==> src/jts_map.vh <==
// Purpose: constants of the test access port logic
// Assumes: included by its bare name
// Notes:   instruction codes, register lengths, id layout
`ifndef JTS_MAP_VH
`define JTS_MAP_VH
`define JTS_IR_LEN        3
`define JTS_BSR_LEN       109
`define JTS_ID_LEN        32
`define JTS_BSR_OE_CELL   108
`define JTS_EXT_LEN       108
`define JTS_IR_EXTEST     3'h0
`define JTS_IR_IDCODE     3'h1
`define JTS_IR_SAMPLE_Z   3'h2
`define JTS_IR_SAMPLE     3'h4
`define JTS_IR_BYPASS     3'h7
`define JTS_IR_CAPTURE    3'h1
`define JTS_ID_VER_MSB    31
`define JTS_ID_VER_LSB    29
`define JTS_ID_PART_MSB   28
`define JTS_ID_PART_LSB   12
`define JTS_ID_MFR_MSB    11
`define JTS_ID_MFR_LSB    1
`define JTS_ID_PRESENT    1'h1
`define JTS_ST_RESET      4'h0
`define JTS_ST_IDLE       4'h1
`define JTS_ST_SEL_DR     4'h2
`define JTS_ST_CAP_DR     4'h3
`define JTS_ST_SH_DR      4'h4
`define JTS_ST_EX1_DR     4'h5
`define JTS_ST_PAU_DR     4'h6
`define JTS_ST_EX2_DR     4'h7
`define JTS_ST_UPD_DR     4'h8
`define JTS_ST_SEL_IR     4'h9
`define JTS_ST_CAP_IR     4'hA
`define JTS_ST_SH_IR      4'hB
`define JTS_ST_EX1_IR     4'hC
`define JTS_ST_PAU_IR     4'hD
`define JTS_ST_EX2_IR     4'hE
`define JTS_ST_UPD_IR     4'hF
`endif

==> src/jts_tap.v <==
// Purpose: boundary-scan test access port of a memory device
// Assumes: clk far faster than tck; tck, tms, tdi, trst-free
// Notes:   tck edges found by sampling; tap resets via tms high
`timescale 1ns/10ps
`default_nettype none
`include "jts_map.vh"
module jts_tap #(
   parameter [2:0]  ID_VERSION = 3'h5,     // arbitrary value
   parameter [16:0] ID_PART    = 17'h00001, // arbitrary value
   parameter [10:0] ID_MFR     = 11'h001   // arbitrary value
) (
   input  wire           clk,
   input  wire           rst,
   input  wire           tck,
   input  wire           tms,
   input  wire           tdi,
   output reg            tdo,
   output reg            tdo_oe,
   input  wire [107:0]   pin_in,
   output reg  [107:0]   pin_out,
   output reg            pin_test_mode,
   output reg            q_bus_oe_n_force
);
   wire [2:0]   s;
   reg          tck_d;
   reg  [3:0]   st;
   reg  [3:0]   next_st;
   reg  [2:0]   ir_sh;
   reg  [2:0]   ir;
   reg          byp;
   reg  [31:0]  id_sh;
   reg  [108:0] bsr_sh;
   reg  [108:0] bsr_upd;
   reg          tdo_next;
   wire         rise;
   wire         fall;
   wire [31:0]  id_value;
   wire [107:0] pin_s;

   // ------------------------------------------------------------
   // tap state codes
   // ------------------------------------------------------------
   // binary codes; an unknown code falls back to test-logic-reset
   localparam [3:0] ST_RESET  = `JTS_ST_RESET;
   localparam [3:0] ST_IDLE   = `JTS_ST_IDLE;
   localparam [3:0] ST_SEL_DR = `JTS_ST_SEL_DR;
   localparam [3:0] ST_CAP_DR = `JTS_ST_CAP_DR;
   localparam [3:0] ST_SH_DR  = `JTS_ST_SH_DR;
   localparam [3:0] ST_EX1_DR = `JTS_ST_EX1_DR;
   localparam [3:0] ST_PAU_DR = `JTS_ST_PAU_DR;
   localparam [3:0] ST_EX2_DR = `JTS_ST_EX2_DR;
   localparam [3:0] ST_UPD_DR = `JTS_ST_UPD_DR;
   localparam [3:0] ST_SEL_IR = `JTS_ST_SEL_IR;
   localparam [3:0] ST_CAP_IR = `JTS_ST_CAP_IR;
   localparam [3:0] ST_SH_IR  = `JTS_ST_SH_IR;
   localparam [3:0] ST_EX1_IR = `JTS_ST_EX1_IR;
   localparam [3:0] ST_PAU_IR = `JTS_ST_PAU_IR;
   localparam [3:0] ST_EX2_IR = `JTS_ST_EX2_IR;
   localparam [3:0] ST_UPD_IR = `JTS_ST_UPD_IR;

   // ------------------------------------------------------------
   // pin sampling and edge detection
   // ------------------------------------------------------------
   // tms and tdi share the tck flops so they line up with its edges
   jts_sync #(.W(3)) u_sync (
      .clk  (clk),
      .rst  (rst),
      .din  ({tck, tms, tdi}),
      .dout (s)
   );
   // captured levels come from the memory clock domain
   jts_sync #(.W(`JTS_EXT_LEN)) u_pin_sync (
      .clk  (clk),
      .rst  (rst),
      .din  (pin_in),
      .dout (pin_s)
   );
   assign rise = s[2] & ~tck_d;
   assign fall = ~s[2] & tck_d;

   assign id_value = {ID_VERSION, ID_PART, ID_MFR,
                      `JTS_ID_PRESENT};

   // scan instructions share the boundary chain
   function is_bsr;
      input [2:0] code;
      begin
         is_bsr = (code == `JTS_IR_EXTEST) ||
                  (code == `JTS_IR_SAMPLE_Z) ||
                  (code == `JTS_IR_SAMPLE);
      end
   endfunction

   // ------------------------------------------------------------
   // tap state machine
   // ------------------------------------------------------------
   always @* begin
      // tms passed the same two flops as tck, so it is settled at a rise
      case (st)
         ST_RESET:  next_st = s[1] ? ST_RESET : ST_IDLE;
         ST_IDLE:   next_st = s[1] ? ST_SEL_DR : ST_IDLE;
         ST_SEL_DR: next_st = s[1] ? ST_SEL_IR : ST_CAP_DR;
         ST_CAP_DR: next_st = s[1] ? ST_EX1_DR : ST_SH_DR;
         ST_SH_DR:  next_st = s[1] ? ST_EX1_DR : ST_SH_DR;
         ST_EX1_DR: next_st = s[1] ? ST_UPD_DR : ST_PAU_DR;
         ST_PAU_DR: next_st = s[1] ? ST_EX2_DR : ST_PAU_DR;
         ST_EX2_DR: next_st = s[1] ? ST_UPD_DR : ST_SH_DR;
         ST_UPD_DR: next_st = s[1] ? ST_SEL_DR : ST_IDLE;
         ST_SEL_IR: next_st = s[1] ? ST_RESET : ST_CAP_IR;
         ST_CAP_IR: next_st = s[1] ? ST_EX1_IR : ST_SH_IR;
         ST_SH_IR:  next_st = s[1] ? ST_EX1_IR : ST_SH_IR;
         ST_EX1_IR: next_st = s[1] ? ST_UPD_IR : ST_PAU_IR;
         ST_PAU_IR: next_st = s[1] ? ST_EX2_IR : ST_PAU_IR;
         ST_EX2_IR: next_st = s[1] ? ST_UPD_IR : ST_SH_IR;
         ST_UPD_IR: next_st = s[1] ? ST_SEL_DR : ST_IDLE;
         default:   next_st = ST_RESET;
      endcase
   end

   // ------------------------------------------------------------
   // instruction and data registers, stepped on rising tck
   // ------------------------------------------------------------
   always @(posedge clk) begin
      if (rst) begin
         tck_d   <= 1'b0;
         st      <= ST_RESET;
         ir_sh   <= `JTS_IR_IDCODE;
         ir      <= `JTS_IR_IDCODE;
         byp     <= 1'b0;
         id_sh   <= 32'h0000_0000;
         bsr_sh  <= {`JTS_BSR_LEN{1'b0}};
         bsr_upd <= {`JTS_BSR_LEN{1'b0}};
      end else begin
         tck_d <= s[2];
         if (rise) begin
            st <= next_st;
            case (st)
               ST_RESET: begin
                  ir <= `JTS_IR_IDCODE;
                  // output-enable cell cleared in test-logic-reset
                  bsr_upd[`JTS_BSR_OE_CELL] <= 1'b0;
               end
               ST_CAP_IR: ir_sh <= `JTS_IR_CAPTURE;
               ST_SH_IR:  ir_sh <= {s[0], ir_sh[2:1]};
               // reserved codes are not screened here
               ST_UPD_IR: ir <= ir_sh;
               ST_CAP_DR: begin
                  byp <= 1'b0;
                  if (ir == `JTS_IR_IDCODE)
                     id_sh <= id_value;
                  // internal cell keeps its shift content
                  if (is_bsr(ir))
                     bsr_sh[107:0] <= pin_s;
               end
               ST_SH_DR: begin
                  if (ir == `JTS_IR_IDCODE)
                     id_sh <= {s[0], id_sh[31:1]};
                  else if (is_bsr(ir))
                     bsr_sh <= {s[0], bsr_sh[108:1]};
                  else
                     byp <= s[0];
               end
               ST_UPD_DR:
                  if (is_bsr(ir))
                     bsr_upd <= bsr_sh;
               default: ;
            endcase
         end
      end
   end

   // ------------------------------------------------------------
   // tdo source, launched on falling tck
   // ------------------------------------------------------------
   always @* begin
      if (st == ST_SH_IR)
         tdo_next = ir_sh[0];
      else if (ir == `JTS_IR_IDCODE)
         tdo_next = id_sh[0];
      else if (is_bsr(ir))
         tdo_next = bsr_sh[0];
      else
         tdo_next = byp;
   end

   always @(posedge clk) begin
      if (rst) begin
         tdo              <= 1'b0;
         tdo_oe           <= 1'b0;
         pin_out          <= {`JTS_EXT_LEN{1'b0}};
         pin_test_mode    <= 1'b0;
         q_bus_oe_n_force <= 1'b0;
      end else begin
         // launched at the fall so the controller samples a settled bit
         if (fall) begin
            tdo    <= tdo_next;
            // driven only while shifting, so a shared chain sees one driver
            tdo_oe <= (st == ST_SH_IR) || (st == ST_SH_DR);
         end
         pin_out       <= bsr_upd[107:0];
         pin_test_mode <= (ir == `JTS_IR_EXTEST);
         // sample-z floats always; extest floats on low cell 108
         q_bus_oe_n_force <= (ir == `JTS_IR_SAMPLE_Z) ||
            ((ir == `JTS_IR_EXTEST) && !bsr_upd[`JTS_BSR_OE_CELL]);
      end
   end
endmodule
`default_nettype wire

==> src/jts_sync.v <==
// Purpose: two-flop synchroniser for a group of pin inputs
// Assumes: inputs asynchronous to clk
// Notes:   first stage read only by the second stage
`timescale 1ns/10ps
`default_nettype none
module jts_sync #(
   parameter W = 4
) (
   input  wire         clk,
   input  wire         rst,
   input  wire [W-1:0] din,
   output reg  [W-1:0] dout
);
   reg [W-1:0] meta;
   always @(posedge clk) begin
      if (rst) begin
         meta <= {W{1'b0}};
         dout <= {W{1'b0}};
      end else begin
         meta <= din;
         dout <= meta;
      end
   end
endmodule
`default_nettype wire

==> config.mk <==
export PLATFORM = sky130hd
export DESIGN_NAME = jts_tap
export DESIGN_NICKNAME = d
export VERILOG_FILES = /design/src/jts_tap.v /design/src/jts_sync.v
export VERILOG_INCLUDE_DIRS = /design/src
export SDC_FILE = /design/constraint.sdc
export NUM_CORES = 1
export LEC_CHECK = 0
export BUFFER_PORTS_ARGS = -buffer_cell sky130_fd_sc_hd__clkbuf_2
export CAP_MARGIN = 40
export CELL_PAD_IN_SITES_DETAIL_PLACEMENT = 1
export CELL_PAD_IN_SITES_GLOBAL_PLACEMENT = 2
export CORE_MARGIN = 2
export CORE_UTILIZATION = 35
export DETAILED_ROUTE_END_ITERATION = 10
export GPL_ROUTABILITY_DRIVEN = 0
export PLACE_DENSITY_LB_ADDON = 0.2
export SETUP_SLACK_MARGIN = 0.2
export SLEW_MARGIN = 25
export SYNTH_ARGS = -nofsm -noshare
export SYNTH_HDL_FRONTEND = slang
export SYNTH_SLANG_ARGS = --single-unit
==> constraint.sdc <==
create_clock -name clk -period 3.4 [get_ports clk]
set_input_delay 0.68 -clock clk [delete_from_list [all_inputs] [get_ports clk]]
set_output_delay 0.68 -clock clk [all_outputs]
set_load 0.02 [all_outputs]
==> metrics.csv, run 1 <==
metric;value;unit
Int Pwr;11.28;mW
worst hold path type;primary input to register;
total wire length;42100;um
Clock power frac;47.3;%
Main synth FF type;dfxtp_1;
Post-synth EDFFs;0;
Routed Antenna Nets;0;
final net count;2180;
max_slew headroom;62.56;%
final number of max-transition violations;0;
HPWL Detailed;26520;um
synthesized cell area;19210;sq um
met2 Use GR;24.96;%
Distinct cells, synth;40;
Die Y;238.3;um
number of diodes;0;
CTS buffer count;61;
grt met1 use;18.68;%
Cells after DPL;2700;
Max Fanout on Critical Path;114;
largest net degree at the start of global routing;118;
fin crit period;2.518;ns
Yosys top cell by area;dfxtp_1;
IO Pins;225;
Reg power frac;50.3;%
# DRC;0;
clock latency on the worst-skew pair;0.61;ns
Logic pwr share;2.4;%
layout cells sized above 1;16.81;%
Tot GR Track Use;14.68;%
initial core utilization;35.55;%
Worst Skew;0.01655;ns
endpoints failing hold;0;
1st-pass router iterations;5;
Period Utilization, post-route;74.07;%
Syn Inst Count;1891;
cell family with most CP delay;simple AND/OR/NAND/NOR gates;
1st-iter DRT viols;444;
fin cells;2808;
Post-CTS Setup Bufs;0;
Fmax achieved;397.1;MHz
sequential share of the synthesized area;62.12;%
total gr overflow;0;
area of the multi-input gates;6714;sq um
final instance area;23090;sq um
clock buffer depth;3;
Area growth syn-to-layout;20.23;%
Leak Pwr;8.440;nW
Final Setup Violations;0;
PostCTS Resize Cnt;0;
Port Buffers;224;
CP Cell Sequence;or3b_1 > a211o_1 > nor2_4 > buf_12 > nor2_1 > a211oi_1;
vias in the first global route;13250;
dpl cell area;21030;sq um
GR Util met3;3.170;%
Clk pin slew, worst setup/hold paths;0.06;ns
Synth area leaders;dfxtp_1 (62%), nor2b_1 (11%), mux2i_1 (5.7%), nand2_1 (4.4%), a211oi_1 (4.3%);
Synthesis Warnings;0;
Pwr Density;614.6;nW/um^2
layout filler cell count;6048;
Sw Pwr;2.912;mW
VDD IR max;0.3794;mV
drt wl/cell;14.99;um
switching share of power;20.52;%
flops & latches, synth;596;
Crit Path Category;register to register;
Post-CTS Hold Buffers;0;
row cnt;85;
Worst path max stage delay;0.66;ns
first-pass GRT wire length;68120;um
via-per-instance ratio;4.595;
initial antenna violation count;3;
ys async rst share;0;%
number of max-cap violations;0;
CTS sink count;596;
CTS tree;built;
CP startpoint kind;register;
CTS H-tree depth;2;
grt peak-use layer;met2;
Place WS;0.9272;ns
vias;12900;
post-synth top area share;62.12;%
sequential cell area;11930;sq um
RSZ-0062 raised after global routing;no;
final worst slack;0.8816;ns
Root Driver;clkbuf_16;
Mean Syn Cell Area;10.16;sq um
critical path's slowest cell;dfxtp_1;
Setup TNS Final;0;ns
Worst setup EP type;register;
full die area;56760;sq um
Worst Path Arrival;3.03;ns
Die X-Extent;238.3;um
Bufs and invs on worst path;1;
syn nets;2004;
worst endpoint required time;3.91;ns
core area;54030;sq um
Slew @ Worst Pin;0.5609;ns
outcome;complete, no violations;
[cells by family after synthesis]
kind of cell / count (synthesis) / synth area share, %
AOI/OAI and AO/OA: 278 / 9.336
DFF: 596 / 62.12
and+or+nand+nor: 764 / 19.71
muxes: 110 / 5.733
buffers and inverters: 141 / 3.003
xor gates and xnor gates: 2 / 0.09122
[stage by stage]
| step | hold WS (ns) | utilization [%] | power (mW) |
|---|---|---|---|
| after CTS | 0.2319 | 42.74 | 14.43 |
| final | 0.2729 | 42.74 | 14.19 |
| after global routing | 0.2469 | 42.74 | 14.75 |
| after global placement | 0.4181 | 38.93 | 7.642 |
| after detailed placement | 0.4247 | 38.93 | 7.645 |
| after floorplan | 0.4138 | - | 7.493 |
[layout by cell type, fill, tap and decap left out, types with 2 or more instances in the layout]
cell type | synthesis | final
nand3b_1 | 2 | 2
nand4_1 | 2 | 2
clkbuf_1 | 102 | 8
nand3_1 | 6 | 6
clkbuf_8 | 0 | 22
inv_1 | 4 | 4
a221oi_1 | 2 | 2
buf_12 | 0 | 14
mux2i_1 | 110 | 110
a22oi_1 | 29 | 29
a211oi_1 | 110 | 110
clkbuf_2 | 0 | 223
o21ai_0 | 6 | 6
nor2b_1 | 334 | 334
clkinv_2 | 0 | 9
nor3_1 | 11 | 11
a21oi_1 | 117 | 117
o211ai_1 | 3 | 3
nand2_1 | 226 | 225
buf_4 | 2 | 12
nor2_1 | 169 | 169
clkbuf_16 | 0 | 62
xnor2_1 | 2 | 2
dfxtp_1 | 596 | 596
clkinvlp_4 | 0 | 3
nand2b_1 | 6 | 6
bufinv_16 | 0 | 3
[cell type report]
| cell class | count | share of cell area, % |
|---|---|---|
| Clock buffer | 92 | 8.160 |
| Sequential cell | 596 | 51.67 |
| Inverter | 4 | 0.06502 |
| Timing Repair Buffer | 250 | 6.502 |
| Clock inverter | 16 | 0.7532 |
| Multi-Input combinational cell | 1154 | 29.08 |
| Tap cell | 696 | 3.771 |
[cells in the mapped netlist, types with 2 or more instances]
cell type,n
buf_2,32
o21ai_0,6
mux2i_1,110
a221oi_1,2
nor2b_1,334
a211oi_1,110
o211ai_1,3
and2_1,2
dfxtp_1,596
nand4_1,2
nand3_1,6
nor3_1,11
inv_1,4
clkbuf_1,102
nand2b_1,6
xnor2_1,2
nand2_1,226
nand3b_1,2
buf_4,2
a22oi_1,29
a21oi_1,117
nor2_1,169
[worst register-to-register path, stage by stage, from the launching register on]
cell and delay (ns):
dfxtp_1 0.66, or3b_1 0.43, a211o_1 0.35, nor2_4 0.18, buf_12 0.35, nor2_1 0.22, a211oi_1 0.23
[metal layers]
| metal | wire length [um] | up-vias |
|---|---|---|
| li1 | - | 6568 |
| met1 | 19490 | 6073 |
| met2 | 19950 | 171 |
| met3 | 1595 | 86 |
| met4 | 1031 | 6 |
| met5 | 34 | - |
[final timing paths]
kind / startpoint / endpoint / slack (ns) / cells after the start
setup reg to reg: st[2] / bsr_sh[66] / 0.88 / 6
setup / recovery: st[2] / bsr_sh[66] / 0.88 / 6
hold / removal: pin_in[21] / u_pin_sync.meta[21] / 0.27 / 2
hold reg to reg: u_pin_sync.meta[4] / u_pin_sync.dout[4] / 0.43 / 1
[flip-flops by register name (all words and copies together), names as in the netlist]
register          count
bsr_sh              109
bsr_upd             109
byp                   1
id_sh                32
ir                    3
ir_sh                 3
pin_out             108
pin_test_mode         1
q_bus_oe_n_force      1
st                    4
tck_d                 1
tdo                   1
tdo_oe                1
u_pin_sync.dout     108
u_pin_sync.meta     108
u_sync.dout           3
u_sync.meta           3
[power groups by stage]
stage / combinational [mW] / sequential, mW / clock, mW
after floorplan: 0.213 / 7.28 / 0
after global placement: 0.346 / 7.30 / 0
after detailed placement: 0.348 / 7.30 / 0
after CTS: 0.350 / 7.14 / 6.93
after global routing: 0.382 / 7.15 / 7.22
final: 0.339 / 7.14 / 6.71
(Power assumes the default switching activity.)
==> inputs of run 2 (changes only) <==
clock period = 2.5 ns   (was 3.4 ns; I/O delays follow)
==> metrics.csv, run 2 (synthesis results as in run 1) <==
metric;value;unit;change
Post-CTS Hold Buffers;0;;unchanged
Port Buffers;224;;unchanged
switching share of power;20.43;%;was 20.52%
total wire length;43460;um;was 42100 um
HPWL Detailed;27600;um;was 26520 um
vias in the first global route;13680;;was 13250
CTS tree;built;;unchanged
via-per-instance ratio;4.632;;was 4.595
clock buffer depth;3;;unchanged
hold endpoint;u_pin_sync.meta[92];;was u_pin_sync.meta[21]
drt wl/cell;15.39;um;was 14.99 um
full die area;56760;sq um;unchanged
R2R Setup Slk;0.32;ns;was 0.88 ns
Area growth syn-to-layout;21.47;%;was 20.23%
final instance area;23330;sq um;was 23090 sq um
critical path's slowest cell;or3b_1;;was dfxtp_1
first-pass GRT wire length;70670;um;was 68120 um
IO Pins;225;;unchanged
Hold Startpoint;pin_in[92];;was pin_in[21]
Logic pwr share;2.4;%;about the same
Setup TNS Final;0;ns;unchanged
Leak Pwr;8.565;nW;was 8.440 nW
dpl cell area;21160;sq um;was 21030 sq um
layout cells sized above 1;16.97;%;was 16.81%
Tot GR Track Use;15.37;%;was 14.68%
CTS buffer count;67;;was 61
worst reg2reg endpoint;bsr_sh[60];;was bsr_sh[66]
cell family with most CP delay;simple AND/OR/NAND/NOR gates;;unchanged
Period Utilization, post-route;87.13;%;was 74.07%
worst hold path type;primary input to register;;unchanged
fin crit period;2.178;ns;was 2.518 ns
Pwr Density;850.3;nW/um^2;was 614.6 nW/um^2
final number of max-transition violations;0;;unchanged
endpoints failing hold;0;;unchanged
Crit Path Category;register to register;;unchanged
Clk pin slew, worst setup/hold paths;0.06;ns;about the same
RSZ-0062 raised after global routing;yes;;was no
Worst Skew;0.01267;ns;was 0.01655 ns
outcome;complete, no violations;;unchanged
Int Pwr;15.78;mW;was 11.28 mW
Hold Slack;0.1322;ns;was 0.2729 ns
row cnt;85;;unchanged
initial core utilization;35.55;%;unchanged
number of max-cap violations;0;;unchanged
Reg power frac;49.0;%;was 50.3%
Final Setup Violations;0;;unchanged
Routed Antenna Nets;0;;unchanged
Clock power frac;48.6;%;was 47.3%
most common cell after layout, fill and taps aside;dfxtp_1;;unchanged
core area;54030;sq um;unchanged
worst endpoint required time;2.97;ns;was 3.91 ns
worst hold stages;2;;unchanged
CP startpoint kind;register;;unchanged
PostCTS Resize Cnt;0;;unchanged
CTS sink count;596;;unchanged
CP Cell Sequence;or3b_1 > a211o_1 > nor2_4 > buf_4 > buf_12 > nor2_1 > a211oi_1;;was or3b_1 > a211o_1 > nor2_4 > buf_12 > nor2_1 > a211oi_1
FF-to-FF path depth;7;;was 6
Fmax achieved;459.1;MHz;was 397.1 MHz
Worst Path Arrival;2.65;ns;was 3.03 ns
VDD IR max;0.4364;mV;was 0.3794 mV
Place WS;0.2310;ns;was 0.9272 ns
largest registers;bsr_sh: 109 flops, bsr_upd: 109 flops;;unchanged
Crit Reg-Reg Startpoint;st[1];;was st[2]
Root Driver;clkbuf_16;;unchanged
Die X-Extent;238.3;um;unchanged
Post-CTS Setup Bufs;0;;unchanged
1st-pass router iterations;4;;was 5
final worst slack;0.3217;ns;was 0.8816 ns
Max Fanout on Critical Path;46;;was 114
area of the multi-input gates;6714;sq um;unchanged
final net count;2196;;was 2180
most frequent cells in the layout;dfxtp_1 (595), nor2b_1 (334), nand2_1 (225);;was dfxtp_1 (596), nor2b_1 (334), nand2_1 (225)
CTS H-tree depth;3;;was 2
Core Util, Final;43.18;%;was 42.74%
Die Y;238.3;um;unchanged
largest net degree at the start of global routing;104;;was 118
vias;13080;;was 12900
initial antenna violation count;1;;was 3
Worst setup EP type;register;;unchanged
max_slew headroom;65.24;%;was 62.56%
Bufs and invs on worst path;2;;was 1
1st-iter DRT viols;582;;was 444
# DRC;0;;unchanged
total gr overflow;0;;unchanged
number of diodes;0;;unchanged
clock latency on the worst-skew pair;0.58;ns;was 0.61 ns
Sw Pwr;4.052;mW;was 2.912 mW
sequential cell area;11930;sq um;about the same
Worst path max stage delay;0.41;ns;was 0.66 ns
layout filler cell count;6025;;was 6048
Slew @ Worst Pin;0.5203;ns;was 0.5609 ns
==> run 2: cell types whose count changed in the layout (fill, tap and decap cells not counted), sizes merged <==
| cell | before | now |
|---|---|---|
| inv | 4 | 5 |
| bufinv | 3 | 4 |
| clkinvlp | 3 | 0 |
| clkinv | 10 | 8 |
| clkbuf | 315 | 324 |
| buf | 27 | 36 |
==> run 2: per-stage QoR <==
| step | instances | power [mW] |
|---|---|---|
| after floorplan | 1891 | 10.19 |
| after global placement | 2710 | 10.40 |
| after detailed placement | 2710 | 10.41 |
| after CTS | 2823 | 20.20 |
| after global routing | 2823 | 20.65 |
| final | 2823 | 19.84 |
==> run 2: metal layers <==
layer / track usage [%] / up-vias / part of all wire (%)
li1: - / 6607 / -
met1: 19.13 / 6209 / 46
met2: 26.34 / 186 / 48
met3: 3.043 / 73 / 3.9
met4: 5.682 / 2 / 2.2
met5: 0 / - / 0.030
==> run 2: worst max-delay path by stage <==
stage               startpoint  cells after the start         end
floorplan                st[2]                      7  bsr_sh[70]
CTS                      st[1]                      7  bsr_sh[60]
global route             st[1]                      6  bsr_sh[97]
global placement         st[1]                      7  bsr_sh[62]
detailed placement       st[1]                      7  bsr_sh[60]
finish                   st[1]                      7  bsr_sh[60]
==> run 2: cell type report <==
type,count,area share (%)
well taps,696,3.733
flip-flops and latches,596,51.15
inverters,4,0.06436
clock inverters,13,0.7241
repair buffers,260,6.994
multi-input cells,1154,28.78
clock buffers,100,8.555
==> run 2: power by group through the flow <==
| stage | sequential, mW | combinational (mW) | clock (mW) |
|---|---|---|---|
| 6_report | 9.71 | 0.473 | 9.65 |
| 5_1_grt | 9.72 | 0.534 | 10.4 |
| 4_1_cts | 9.71 | 0.489 | 10.0 |
| 3_5_place_dp | 9.92 | 0.487 | 0 |
| 3_3_place_gp | 9.92 | 0.481 | 0 |
| 2_1_floorplan | 9.90 | 0.289 | 0 |
==> inputs of run 3 (changes only) <==
CTS_BUF_LIST = sky130_fd_sc_hd__clkbuf_8   (was unset)
GPL_TIMING_DRIVEN = 0   (was unset)
clock period = 2.3 ns   (was 2.5 ns; I/O delays follow)
==> metrics.csv, run 3 (synthesis results as in run 1) <==
metric;value;unit;change
outcome;complete, no violations;;unchanged
worst endpoint required time;2.87;ns;was 2.97 ns
most frequent cells in the layout;dfxtp_1 (593), nor2b_1 (334), clkbuf_2 (240);;was dfxtp_1 (595), nor2b_1 (334), nand2_1 (225)
IO Pins;225;;unchanged
Setup TNS Final;0;ns;unchanged
final number of max-transition violations;0;;unchanged
full die area;56760;sq um;unchanged
Clk pin slew, worst setup/hold paths;0.06;ns;about the same
initial antenna violation count;6;;was 1
final instance area;24750;sq um;was 23330 sq um
dpl cell area;21240;sq um;was 21160 sq um
clock latency on the worst-skew pair;0.69;ns;was 0.58 ns
Final Setup Violations;0;;unchanged
hold endpoint;u_pin_sync.meta[45];;was u_pin_sync.meta[92]
worst reg2reg endpoint;bsr_sh[47];;was bsr_sh[60]
clock buffer depth;3;;unchanged
vias;14220;;was 13080
Period Utilization, post-route;89.21;%;was 87.13%
largest registers;bsr_sh: 109 flops, bsr_upd: 109 flops;;unchanged
Worst path max stage delay;0.39;ns;was 0.41 ns
Root Driver;clkbuf_8;;was clkbuf_16
Crit Path Category;register to register;;unchanged
FF-to-FF path depth;8;;was 7
1st-pass router iterations;4;;unchanged
layout cells sized above 1;19.34;%;was 16.97%
# DRC;0;;unchanged
CP startpoint kind;register;;unchanged
Crit Reg-Reg Startpoint;st[2];;was st[1]
first-pass GRT wire length;80290;um;was 70670 um
RSZ-0062 raised after global routing;yes;;unchanged
largest net degree at the start of global routing;14;;was 104
Max Fanout on Critical Path;10;;was 46
row cnt;85;;unchanged
Worst Path Arrival;2.63;ns;was 2.65 ns
R2R Setup Slk;0.25;ns;was 0.32 ns
Pwr Density;841.3;nW/um^2;was 850.3 nW/um^2
CTS sink count;596;;unchanged
Area growth syn-to-layout;28.89;%;was 21.47%
fin crit period;2.052;ns;was 2.178 ns
final net count;2436;;was 2196
Worst Setup SP;st[2];;was st[1]
critical path's slowest cell;or3b_4;;was or3b_1
Hold Slack;0.05373;ns;was 0.1322 ns
number of max-cap violations;0;;unchanged
total gr overflow;0;;unchanged
Routed Antenna Nets;0;;unchanged
HPWL Detailed;35260;um;was 27600 um
endpoints failing hold;0;;unchanged
CTS H-tree depth;3;;unchanged
Port Buffers;223;;was 224
Leak Pwr;9.339;nW;was 8.565 nW
Die X-Extent;238.3;um;unchanged
Hold Startpoint;pin_in[45];;was pin_in[92]
Worst setup EP type;register;;unchanged
VDD IR max;0.4710;mV;was 0.4364 mV
Worst Skew;0.03067;ns;was 0.01267 ns
initial core utilization;35.55;%;unchanged
Fmax achieved;487.4;MHz;was 459.1 MHz
total wire length;51340;um;was 43460 um
vias in the first global route;14920;;was 13680
Die Y;238.3;um;unchanged
core area;54030;sq um;unchanged
most common cell after layout, fill and taps aside;dfxtp_1;;unchanged
CTS tree;built;;unchanged
1st-iter DRT viols;542;;was 582
via-per-instance ratio;4.585;;was 4.632
worst hold stages;2;;unchanged
CTS buffer count;100;;was 67
Slew @ Worst Pin;0.8236;ns;was 0.5203 ns
drt wl/cell;16.55;um;was 15.39 um
worst hold path type;primary input to register;;unchanged
Tot GR Track Use;18.02;%;was 15.37%
max_slew headroom;45.10;%;was 65.24%
CP Cell Sequence;or3b_4 > a211o_1 > nor2_4 > buf_12 > buf_4 > buf_6 > nor2_1 > a211oi_1;;was or3b_1 > a211o_1 > nor2_4 > buf_4 > buf_12 > nor2_1 > a211oi_1
==> run 3: what timing repair did <==
item / CTS / global route
setup buffers: 7 / 1
endpoints found under the hold margin: 93 / 0
resized for setup: 57 / 69
endpoints found under the setup margin: 236 / 166
pin swaps: 3 / 7
hold buffers: 93 / 0
cloned: 1 / 1
==> run 3: worst max-delay path by stage <==
stage                        to  slack [ns]
floorplan            bsr_sh[70]        0.42
global placement     pin_out[6]       -0.71
detailed placement  bsr_upd[93]       -0.53
CTS                 bsr_sh[100]        0.18
global route          id_sh[11]        0.14
finish               bsr_sh[47]        0.25
==> run 3: critical path, delay by kind of cell, from the launching register on <==
family | cells | cell delay [ns]
simple gates | 3 | 0.56
buf+inv | 3 | 0.43
compound gates | 2 | 0.57
flops | 1 | 0.37
==> run 3: layout make-up <==
class | instances | area (sq um)
inverters | 4 | 15.01
repair buffers | 330 | 2238
well taps | 696 | 870.8
plain buffers | 137 | 773.2
flip-flops and latches | 596 | 11940
clock inverters | 50 | 274.0
multi-input cells | 1154 | 6809
fillers | 6095 | 29270
diodes | 2 | 5.005
clock buffers | 133 | 1831
==> run 3: through the flow <==
| step | power, mW | std cells | setup WS (ns) | util, % |
|---|---|---|---|---|
| detailed placement | 11.35 | 2814 | -0.5295 | 39.31 |
| finish | 20.83 | 3102 | 0.2482 | 45.82 |
| floorplan | 11.08 | 1891 | 0.4197 | - |
| global route | 21.74 | 3102 | 0.1445 | 45.82 |
| global placement | 11.33 | 2810 | -0.7084 | 39.23 |
| CTS | 21.16 | 3098 | 0.1823 | 45.41 |
==> run 3: power breakdown <==
group	leakage (nW)	switching, mW	internal [mW]	total (mW)
clock network	1.21	4.20	5.38	9.58
logic	3.28	0.358	0.325	0.683
registers	4.85	0.0540	10.5	10.6
total	9.34	4.61	16.2	20.8
==> run 3: per-layer routing <==
layer  track usage (%)  up-vias  routed length (um)  share of wire [%]
li1                  -     7111                   -                  -
met1             22.45     6759               22980                 45
met2             30.97      265               25010                 49
met3             3.274       89                2120                4.1
met5                 0        -                   0                  0
met4             6.932        0                1233                2.4
